[config.mk]
export PLATFORM = sky130hd
export DESIGN_NAME = ctcm_mapper
export DESIGN_NICKNAME = d
export VERILOG_FILES = /design/src/logic/ctcm_pkg.sv /design/src/logic/ctcm_fifo.sv /design/src/logic/ctcm_mapper.sv
export SDC_FILE = /design/constraint.sdc
export NUM_CORES = 2
export LEC_CHECK = 0
export ABC_CLOCK_PERIOD_IN_PS = 6100
export BUFFER_PORTS_ARGS = -buffer_cell sky130_fd_sc_hd__buf_2
export CAP_MARGIN = 0
export CORE_MARGIN = 4
export CORE_UTILIZATION = 60
export CTS_BUF_LIST = sky130_fd_sc_hd__clkbuf_8
export DETAILED_ROUTE_END_ITERATION = 8
export PLACE_DENSITY = 0.76
export SLEW_MARGIN = 20
export SYNTH_ARGS = -nofsm -noshare
export SYNTH_HDL_FRONTEND = slang
export SYNTH_SLANG_ARGS = --single-unit
[constraint.sdc]
create_clock -name sys_clk -period 6.1 [get_ports sys_clk]
set_clock_uncertainty 0.05 [all_clocks]
set_input_delay 1.22 -clock sys_clk [delete_from_list [all_inputs] [get_ports sys_clk]]
set_output_delay 1.22 -clock sys_clk [all_outputs]
set_load 0.1 [all_outputs]
[src/logic/ctcm_pkg.sv]
// Purpose: constants and types of the cyclic telegram content mapper
// Assumes: one communication cycle is marked by cycleStrobe; bytes go low byte first
// Notes: telegram type word: bits 2:0 layout, bit 3 encoder-2 feedback, rest reserved
// Summary of operation
// - Timing and structure values are staged in phase 2 and take effect entering phase 3.
// - In phase 4 every feedback field is captured fresh at each cycle strobe that finds the builder idle.
// - Standard or application layout is chosen only by the telegram type value.
// - Standard layouts fix which values travel and in what field order.
// - Type 0 carries no cyclic data; only the fixed record is sent.
// - Type 1 takes a 2-byte torque command from field 1, torque mode.
// - Type 1 feedback telegram holds only the fixed record.
// - Type 2 takes 4-byte velocity command, returns 4-byte velocity feedback.
// - Type 3 takes velocity command, returns 4-byte position feedback.
// - Types 3 to 5 choose encoder 1 or 2 position from the type value.
// - Type 4 takes 4-byte position command, returns position feedback.
// - Type 5 takes position then velocity command, returns position then velocity.
// - Type 5 lets the drive switch between velocity and position control.
// - Type 6 takes velocity command, feedback telegram holds only fixed record.
// - The drive reports its own slave timing limits.
package ctcm_pkg;
	localparam logic [2:0]  PARAMETER_PHASE        = 3'h2;
	localparam logic [2:0]  ACTIVATION_PHASE       = 3'h3;
	localparam logic [2:0]  CYCLIC_OPERATION_PHASE = 3'h4;
	localparam logic [15:0] TYPE_RESET             = 16'h0000;
	localparam logic [15:0] TYPE_RSV_MASK          = 16'hFFF0;
	localparam int          TYPE_ENC2_BIT          = 3;
	localparam logic [2:0]  TYPE_APPLICATION       = 3'h7;
	localparam logic [3:0]  FIX_LEN                = 4'h2;
	localparam int          FIFO_W                 = 8;
	localparam int          FIFO_D                 = 32;
	// Master-programmed values: cycle times, start times, record position, length
	localparam logic [3:0]  PROG_N                 = 4'h8;
	localparam logic [3:0]  LIMIT_BASE             = 4'h8;
	localparam logic [3:0]  LIMIT_N                = 4'h6;
	// Slave limits in ns: shortest start, tx/rx transition, tx and rx recovery,
	// command processing, min feedback processing
	localparam logic [31:0] SLAVE_LIMIT [6] = '{32'h0000_07D0, 32'h0000_0FA0,
		32'h0000_0FA0, 32'h0000_0FA0, 32'h0000_2710, 32'h0000_2710};

	typedef enum logic [1:0] {
		CTCM_MODE_NONE     = 2'h0,
		CTCM_MODE_TORQUE   = 2'h1,
		CTCM_MODE_VELOCITY = 2'h2,
		CTCM_MODE_POSITION = 2'h3
	} ctcm_mode_t;

	typedef enum logic [1:0] {
		BLD_IDLE = 2'h0,
		BLD_FIX  = 2'h1,
		BLD_FLD  = 2'h3
	} ctcm_bld_t;

	function automatic logic [3:0] ctcm_cmd_len(input logic [2:0] t);
		unique case (t)
			3'h1:                 return 4'h2;
			3'h2, 3'h3, 3'h4, 3'h6: return 4'h4;
			3'h5:                 return 4'h8;
			default:              return 4'h0;
		endcase
	endfunction

	function automatic logic [3:0] ctcm_fb_len(input logic [2:0] t);
		unique case (t)
			3'h2, 3'h3, 3'h4: return 4'h4;
			3'h5:             return 4'h8;
			default:          return 4'h0;
		endcase
	endfunction
endpackage

[src/logic/ctcm_fifo.sv]
// Purpose: byte FIFO between the feedback builder and the link transmitter
// Assumes: flush empties it in one cycle
// Notes: read data come straight from the storage flip-flops
`timescale 1ns/1ns
module ctcm_fifo #(
	parameter int W = 8,
	parameter int D = 32
)(
	input  wire logic         sys_clk,
	input  wire logic         srst,
	input  wire logic         flush,
	input  wire logic         inValid,
	output logic              inReady,
	input  wire logic [W-1:0] inData,
	output logic              outValid,
	input  wire logic         outReady,
	output logic      [W-1:0] outData
);
	localparam int AW = $clog2(D);
	logic [W-1:0] mem [D];
	logic [AW-1:0] wrPtr;
	logic [AW-1:0] rdPtr;
	logic [AW:0]   count;
	logic          doWr;
	logic          doRd;

	assign inReady  = count != (AW+1)'(D);
	assign outValid = count != '0;
	assign doWr     = inValid && inReady;
	assign doRd     = outValid && outReady;
	assign outData  = mem[rdPtr];

	always_ff @(posedge sys_clk)
	begin
		if (doWr)
		begin
			mem[wrPtr] <= inData;
		end
	end

	always_ff @(posedge sys_clk)
	begin
		if (srst || flush)
		begin
			wrPtr <= '0;
			rdPtr <= '0;
			count <= '0;
		end
		else
		begin
			if (doWr)
			begin
				wrPtr <= wrPtr + 1'b1;
			end
			if (doRd)
			begin
				rdPtr <= rdPtr + 1'b1;
			end
			count <= count + (AW+1)'(doWr) - (AW+1)'(doRd);
		end
	end
endmodule

[src/logic/ctcm_mapper.sv]
// Purpose: maps cyclic command and feedback records by telegram type
// Assumes: phase and record inputs synchronous to sys_clk
// Notes: any phase change restarts parser, builder and FIFO
`timescale 1ns/1ns
module ctcm_mapper
	import ctcm_pkg::*;
(
	input  wire logic        sys_clk,
	input  wire logic        srst,
	input  wire logic [2:0]  phase,
	input  wire logic        cycleStrobe,
	input  wire logic        paramWrite,
	input  wire logic [3:0]  paramAddr,
	input  wire logic [31:0] paramData,
	input  wire logic [3:0]  paramRdAddr,
	output logic      [31:0] paramRdData,
	input  wire logic        typeWrite,
	input  wire logic [15:0] typeValue,
	output logic             typeRejected,
	output logic      [15:0] activeType,
	output logic             appLayout,
	output ctcm_mode_t       controlMode,
	input  wire logic        modeSelPos,
	input  wire logic        cmdRecValid,
	input  wire logic        cmdRecFirst,
	input  wire logic [7:0]  cmdRecByte,
	output logic      [15:0] torqueCmd,
	output logic      [31:0] velocityCmd,
	output logic      [31:0] positionCmd,
	output logic             cmdUpdate,
	input  wire logic [15:0] statusWord,
	input  wire logic [31:0] velocityFb,
	input  wire logic [31:0] positionFb1,
	input  wire logic [31:0] positionFb2,
	output logic             fbRecValid,
	output logic      [7:0]  fbRecByte,
	input  wire logic        fbRecReady,
	output logic             fbBusy,
	output logic             fbLate
);
	logic [2:0]  phasePrev;
	logic        phaseChg;
	logic        actEnter;
	logic        inCyclic;
	logic [15:0] shadowType;
	logic        typeOk;
	logic [2:0]  stdType;
	logic [3:0]  cmdLen;
	logic [31:0] progShadow [8];
	logic [31:0] progActive [8];
	logic [3:0]  rxCnt;
	logic [3:0]  rxIdx;
	logic [63:0] rxAcc;
	logic [63:0] next_rxAcc;
	logic        rxDone;
	ctcm_bld_t   bldState;
	logic [3:0]  bldIdx;
	logic [3:0]  bldLast;
	logic [79:0] snap;
	logic        bldStart;
	logic        pushValid;
	logic        pushReady;
	logic [7:0]  pushByte;

	assign phaseChg = phase != phasePrev;
	assign actEnter = phaseChg && phase == ACTIVATION_PHASE;
	assign inCyclic = phase == CYCLIC_OPERATION_PHASE && !phaseChg;
	assign stdType  = activeType[2:0];
	assign cmdLen   = ctcm_cmd_len(stdType);

	always_ff @(posedge sys_clk)
	begin
		if (srst)
		begin
			phasePrev <= 3'h0;
		end
		else
		begin
			phasePrev <= phase;
		end
	end

	// Type value is only taken in phase 2 with reserved bits clear
	assign typeOk = typeWrite && phase == PARAMETER_PHASE
		&& (typeValue & TYPE_RSV_MASK) == 16'h0000;

	always_ff @(posedge sys_clk)
	begin
		if (srst)
		begin
			shadowType   <= TYPE_RESET;
			typeRejected <= 1'b0;
		end
		else
		begin
			typeRejected <= typeWrite && !typeOk;
			if (typeOk)
			begin
				shadowType <= typeValue;
			end
		end
	end

	always_ff @(posedge sys_clk)
	begin
		if (srst)
		begin
			activeType <= TYPE_RESET;
		end
		else if (actEnter)
		begin
			activeType <= shadowType;
		end
	end

	// Programmed times follow the same stage-then-activate path as the type
	always_ff @(posedge sys_clk)
	begin
		if (srst)
		begin
			for (int i = 0; i < 8; i++)
			begin
				progShadow[i] <= 32'h0000_0000;
				progActive[i] <= 32'h0000_0000;
			end
		end
		else
		begin
			if (paramWrite && phase == PARAMETER_PHASE && paramAddr < PROG_N)
			begin
				progShadow[paramAddr[2:0]] <= paramData;
			end
			if (actEnter)
			begin
				progActive <= progShadow;
			end
		end
	end

	always_ff @(posedge sys_clk)
	begin
		if (srst)
		begin
			paramRdData <= 32'h0000_0000;
		end
		else if (paramRdAddr < PROG_N)
		begin
			paramRdData <= progActive[paramRdAddr[2:0]];
		end
		else if (paramRdAddr < LIMIT_BASE + LIMIT_N)
		begin
			paramRdData <= SLAVE_LIMIT[3'(paramRdAddr - LIMIT_BASE)];
		end
		else
		begin
			paramRdData <= 32'h0000_0000;
		end
	end

	always_ff @(posedge sys_clk)
	begin
		if (srst)
		begin
			appLayout   <= 1'b0;
			controlMode <= CTCM_MODE_NONE;
		end
		else
		begin
			appLayout <= stdType == TYPE_APPLICATION;
			unique case (stdType)
				3'h1:             controlMode <= CTCM_MODE_TORQUE;
				3'h2, 3'h3, 3'h6: controlMode <= CTCM_MODE_VELOCITY;
				3'h4:             controlMode <= CTCM_MODE_POSITION;
				3'h5:             controlMode <= modeSelPos ? CTCM_MODE_POSITION
					: CTCM_MODE_VELOCITY;
				default:          controlMode <= CTCM_MODE_NONE;
			endcase
		end
	end

	// Command record parser; bytes beyond the eighth are dropped
	assign rxIdx = cmdRecFirst ? 4'h0 : rxCnt;
	assign rxDone = cmdRecValid && cmdLen != 4'h0 && rxIdx + 4'h1 == cmdLen;

	always_comb
	begin
		next_rxAcc = rxAcc;
		if (cmdRecValid && !rxIdx[3])
		begin
			next_rxAcc[{rxIdx[2:0], 3'b000} +: 8] = cmdRecByte;
		end
	end

	always_ff @(posedge sys_clk)
	begin
		if (srst || phaseChg)
		begin
			rxAcc <= 64'h0000_0000_0000_0000;
			rxCnt <= 4'h0;
		end
		else
		begin
			rxAcc <= next_rxAcc;
			if (cmdRecValid && !rxIdx[3])
			begin
				rxCnt <= rxIdx + 4'h1;
			end
		end
	end

	always_ff @(posedge sys_clk)
	begin
		if (srst)
		begin
			torqueCmd   <= 16'h0000;
			velocityCmd <= 32'h0000_0000;
			positionCmd <= 32'h0000_0000;
			cmdUpdate   <= 1'b0;
		end
		else
		begin
			cmdUpdate <= rxDone && inCyclic;
			if (rxDone && inCyclic)
			begin
				unique case (stdType)
					3'h1:             torqueCmd <= next_rxAcc[15:0];
					3'h2, 3'h3, 3'h6: velocityCmd <= next_rxAcc[31:0];
					3'h4:             positionCmd <= next_rxAcc[31:0];
					3'h5:
					begin
						positionCmd <= next_rxAcc[31:0];
						velocityCmd <= next_rxAcc[63:32];
					end
					default: ;
				endcase
			end
		end
	end

	// Feedback builder: a cycle strobe while still busy means the link is too slow
	assign bldStart  = cycleStrobe && inCyclic && bldState == BLD_IDLE;
	assign pushValid = bldState != BLD_IDLE;
	assign pushByte  = snap[{bldIdx, 3'b000} +: 8];
	assign fbBusy    = pushValid;

	always_ff @(posedge sys_clk)
	begin
		if (srst)
		begin
			snap    <= 80'h0;
			bldLast <= 4'h0;
		end
		else if (bldStart)
		begin
			snap[15:0] <= statusWord;
			unique case (stdType)
				3'h2:             snap[47:16] <= velocityFb;
				3'h3, 3'h4, 3'h5: snap[47:16] <= activeType[TYPE_ENC2_BIT]
					? positionFb2 : positionFb1;
				default:          snap[47:16] <= 32'h0000_0000;
			endcase
			snap[79:48] <= stdType == 3'h5 ? velocityFb : 32'h0000_0000;
			bldLast <= FIX_LEN + ctcm_fb_len(stdType) - 4'h1;
		end
	end

	always_ff @(posedge sys_clk)
	begin
		if (srst || phaseChg)
		begin
			bldState <= BLD_IDLE;
			bldIdx   <= 4'h0;
		end
		else
		begin
			unique case (bldState)
				BLD_IDLE:
				begin
					bldIdx <= 4'h0;
					if (bldStart)
					begin
						bldState <= BLD_FIX;
					end
				end
				BLD_FIX:
				begin
					if (pushReady)
					begin
						bldIdx <= bldIdx + 4'h1;
						if (bldIdx == FIX_LEN - 4'h1)
						begin
							bldState <= bldIdx == bldLast ? BLD_IDLE : BLD_FLD;
						end
					end
				end
				BLD_FLD:
				begin
					if (pushReady)
					begin
						bldIdx <= bldIdx + 4'h1;
						if (bldIdx == bldLast)
						begin
							bldState <= BLD_IDLE;
						end
					end
				end
				default: bldState <= BLD_IDLE;
			endcase
		end
	end

	always_ff @(posedge sys_clk)
	begin
		if (srst)
		begin
			fbLate <= 1'b0;
		end
		else if (cycleStrobe && inCyclic && bldState != BLD_IDLE)
		begin
			fbLate <= 1'b1;
		end
		else if (phaseChg)
		begin
			fbLate <= 1'b0;
		end
	end

	ctcm_fifo #(
		.W (FIFO_W),
		.D (FIFO_D)
	) u_fifo (
		.sys_clk  (sys_clk),
		.srst     (srst),
		.flush    (phaseChg),
		.inValid  (pushValid),
		.inReady  (pushReady),
		.inData   (pushByte),
		.outValid (fbRecValid),
		.outReady (fbRecReady),
		.outData  (fbRecByte)
	);
endmodule

==> impl_metrics.ini <==
[power_and_ir_drop]
irDropWorstVdd_mv = 0.191
finalPower_mw = 13.9
p_leak_nw = 17.6
cellPowerDensity_nw_per_um2 = 284

[final_layout]
fin_nets = 4749
multi_input_area_um2 = 17300
instances_no_fill = 5637
nFillCells = 5475
drive_above_1_share_pct = 19.3
final_area_um2 = 48900
final_cell_mix = nand2_1 (1,196), dfxtp_1 (839), a21oi_1 (602), buf_2 (328), edfxtp_1 (256)
regArea_um2 = 24600
mostFrequentLayoutCell = nand2_1
utilization_pct = 68.3
area_delta_synth_final_pct = 12.8

[timing]
fin_crit_sh_pct = 77.3
finalHoldViolations = 0
grt_setup_unrepaired = no
slew_violations = 0
setup_ws_ps = 1380
whs_ps = 384
min_period_ps = 4720
setup_tns_ps = 0
timing.fmax_mhz = 212
tightestPinTransition_ps = 1200
setup_viol = 0
maxSlewHeadroom_pct = 20.0

[status]
status = finished, final reports clean

[hold_path]
hold_depth = 2
hold_path.class = register to register
whs_endpoint = progActive[26]$_SDFFE_PP0P_
hold_path_startpoint = progShadow[26]$_SDFFE_PP0P_

[global_route]
grt_util_all_layers_pct = 29.6
grt_pass1_vias = 31400
antenna_found_initial = 20
grt_pass1_wl_um = 180000
grt_overflow = 0
grt_max_degree = 147

[worst_setup_path]
rrSetupSlack_ps = 2570
ff2ff_path_depth = 9
cp_max_fo = 24
worstSetupPathType = register to output pin
endpoint_kind = output pin
worst-endpoint-arrival_ps = 3450
cp.required_ps = 4830
reg2reg_to = positionCmd[20]$_SDFFE_PP0P_
cp-start-kind = register
worstReg2RegStart = rxCnt[0]$_SDFFE_PP0P_

[synthesis]
yosys_warnings = 0
synthFlopType = dfxtp_1
synth_top_area_share_pct = 38.9
synth.distinct_cells = 63
yosys-top-cells-area = dfxtp_1 (39%), edfxtp_1 (18%), nand2_1 (10%), mux4_2 (7.4%), a21oi_1 (6.9%)
syn_nets = 4545
yosys.area.top_type = dfxtp_1
syn_inst = 4336
syn_avg_cell_area_um2 = 10.0
ys_seq_area_share_pct = 56.6
synth_area_um2 = 43400
synth_seq_cells = 1099
async_flop_share_pct = 0
synth_edf_count = 256

[cts]
cts_max_level = 4
post_cts_resized = 0
root_buffer = clkbuf_8
numCtsBuffers = 171
cts_setup_buffers = 0
clk_pin_slew_ps = 60
tritoncts = yes
cts_hold_buf = 0
clockBufferDepth = 3
cts.sinks = 1099
clk_latency_ps = 810

[die]
start_util_pct = 60.6
fp.dieH_um = 277
ios = 332
dieArea_um2 = 76600
core_area_um2 = 71600
fp-row-count = 98
die_width_um = 277

[placed_design]
dpl_cell_area_um2 = 45500
place_inst = 5315
gp_congestion = 0.886
dp_slack_ps = 1590
port_buffers = 331
dpl.hpwl_um = 72400

[routing]
vias_per_cell = 5.82
drt_wl_total_um = 117000
postRouteAntennaNets = 0
routedWlPerCell_um = 20.7
firstDrtPassIters = 5
detail_route.iter0.violations = 3231
drc = 0
vias = 32800

[job]
max_cap_viol_count = 0
-- layout make-up --
cell class	instances	area share [%]
antenna	12	0.0614
clock buffer	200	5.63
clock inverter	108	1.20
inverter	53	0.407
multi-input combinational	2818	35.4
sequential	1099	50.2
tap	950	2.43
timing repair buffer	397	4.61
-- kinds of logic after synthesis --
family	count (synthesis)	share of synthesized area, %
xor+xnor	23	0.464
mux	380	13.1
fa+ha+maj	21	0.623
simple gates	1654	15.7
buf+inv	419	3.86
flops	1099	56.6
compound gates	740	9.64
-- power by group --
group	switching, mW	internal, mW	total [mW]
clock network	2.82	3.16	5.98
logic	0.337	0.123	0.460
registers	0.00876	7.43	7.43
total	3.17	10.7	13.9
-- worst max-delay path by stage --
stage | start | end | slack, ps
global placement | cmdRecFirst | velocityCmd[0]$_SDFFE_PP0P_ | 1690
CTS | register | fbRecByte[1] | 1150
floorplan | register | fbRecByte[3] | 870
detailed placement | cmdRecFirst | velocityCmd[3]$_SDFFE_PP0P_ | 1590
finish | register | fbRecByte[6] | 1380
global route | register | fbRecByte[4] | 1140
-- per-layer routing --
layer	vias to the layer above	share of wire [%]	GRT usage (%)
li1	15300	-	-
met1	15700	40	38.6
met2	1415	48	47.8
met3	299	8.6	6.94
met4	14	3.9	12.5
met5	-	0.080	0
-- registers in the layout, summed over array words and instances (netlist names), 3 cells and up, named ones only --
register / cells
snap: 80
u_fifo.wrPtr: 5
torqueCmd: 16
progShadow: 256
shadowType: 16
progActive: 256
phasePrev: 3
bldIdx: 4
paramRdData: 32
velocityCmd: 32
rxAcc: 64
rxCnt: 4
bldLast: 3
activeType: 16
u_fifo.count: 6
u_fifo.rdPtr: 5
u_fifo.mem: 256
positionCmd: 32
-- synth_stat cells (5+ instances only) --
cell type and count:
nand2_1 1197, dfxtp_1 843, a21oi_1 602, clkbuf_1 282, edfxtp_1 256, nor2_1 219, mux2i_1 171, mux4_2 142
mux2_2 66, inv_1 52, nand3_1 43, nor3_1 42, a221oi_1 40, clkbuf_2 31, nor2b_1 28, o32ai_1 27
buf_1 26, or2_2 22, buf_2 21, ha_1 20, or3_1 19, xor2_1 17, o221ai_1 16, nor3b_1 15
and2_1 14, o21ai_0 12, nand2b_1 11, o22ai_1 9, a22o_1 8, a211oi_1 7, nand3b_1 7, nand4_1 7
and3_1 6, nor4_1 6, xnor2_1 6, o32ai_2 5
-- critical path, cell delays in order, from the launching register on --
cell and delay, ps:
dfxtp_2 730, buf_4 420, mux4_2 280, mux2i_1 120, a22o_1 320, a221oi_1 270
buf_2 490
Note: power is estimated with default switching activity, not from simulation.
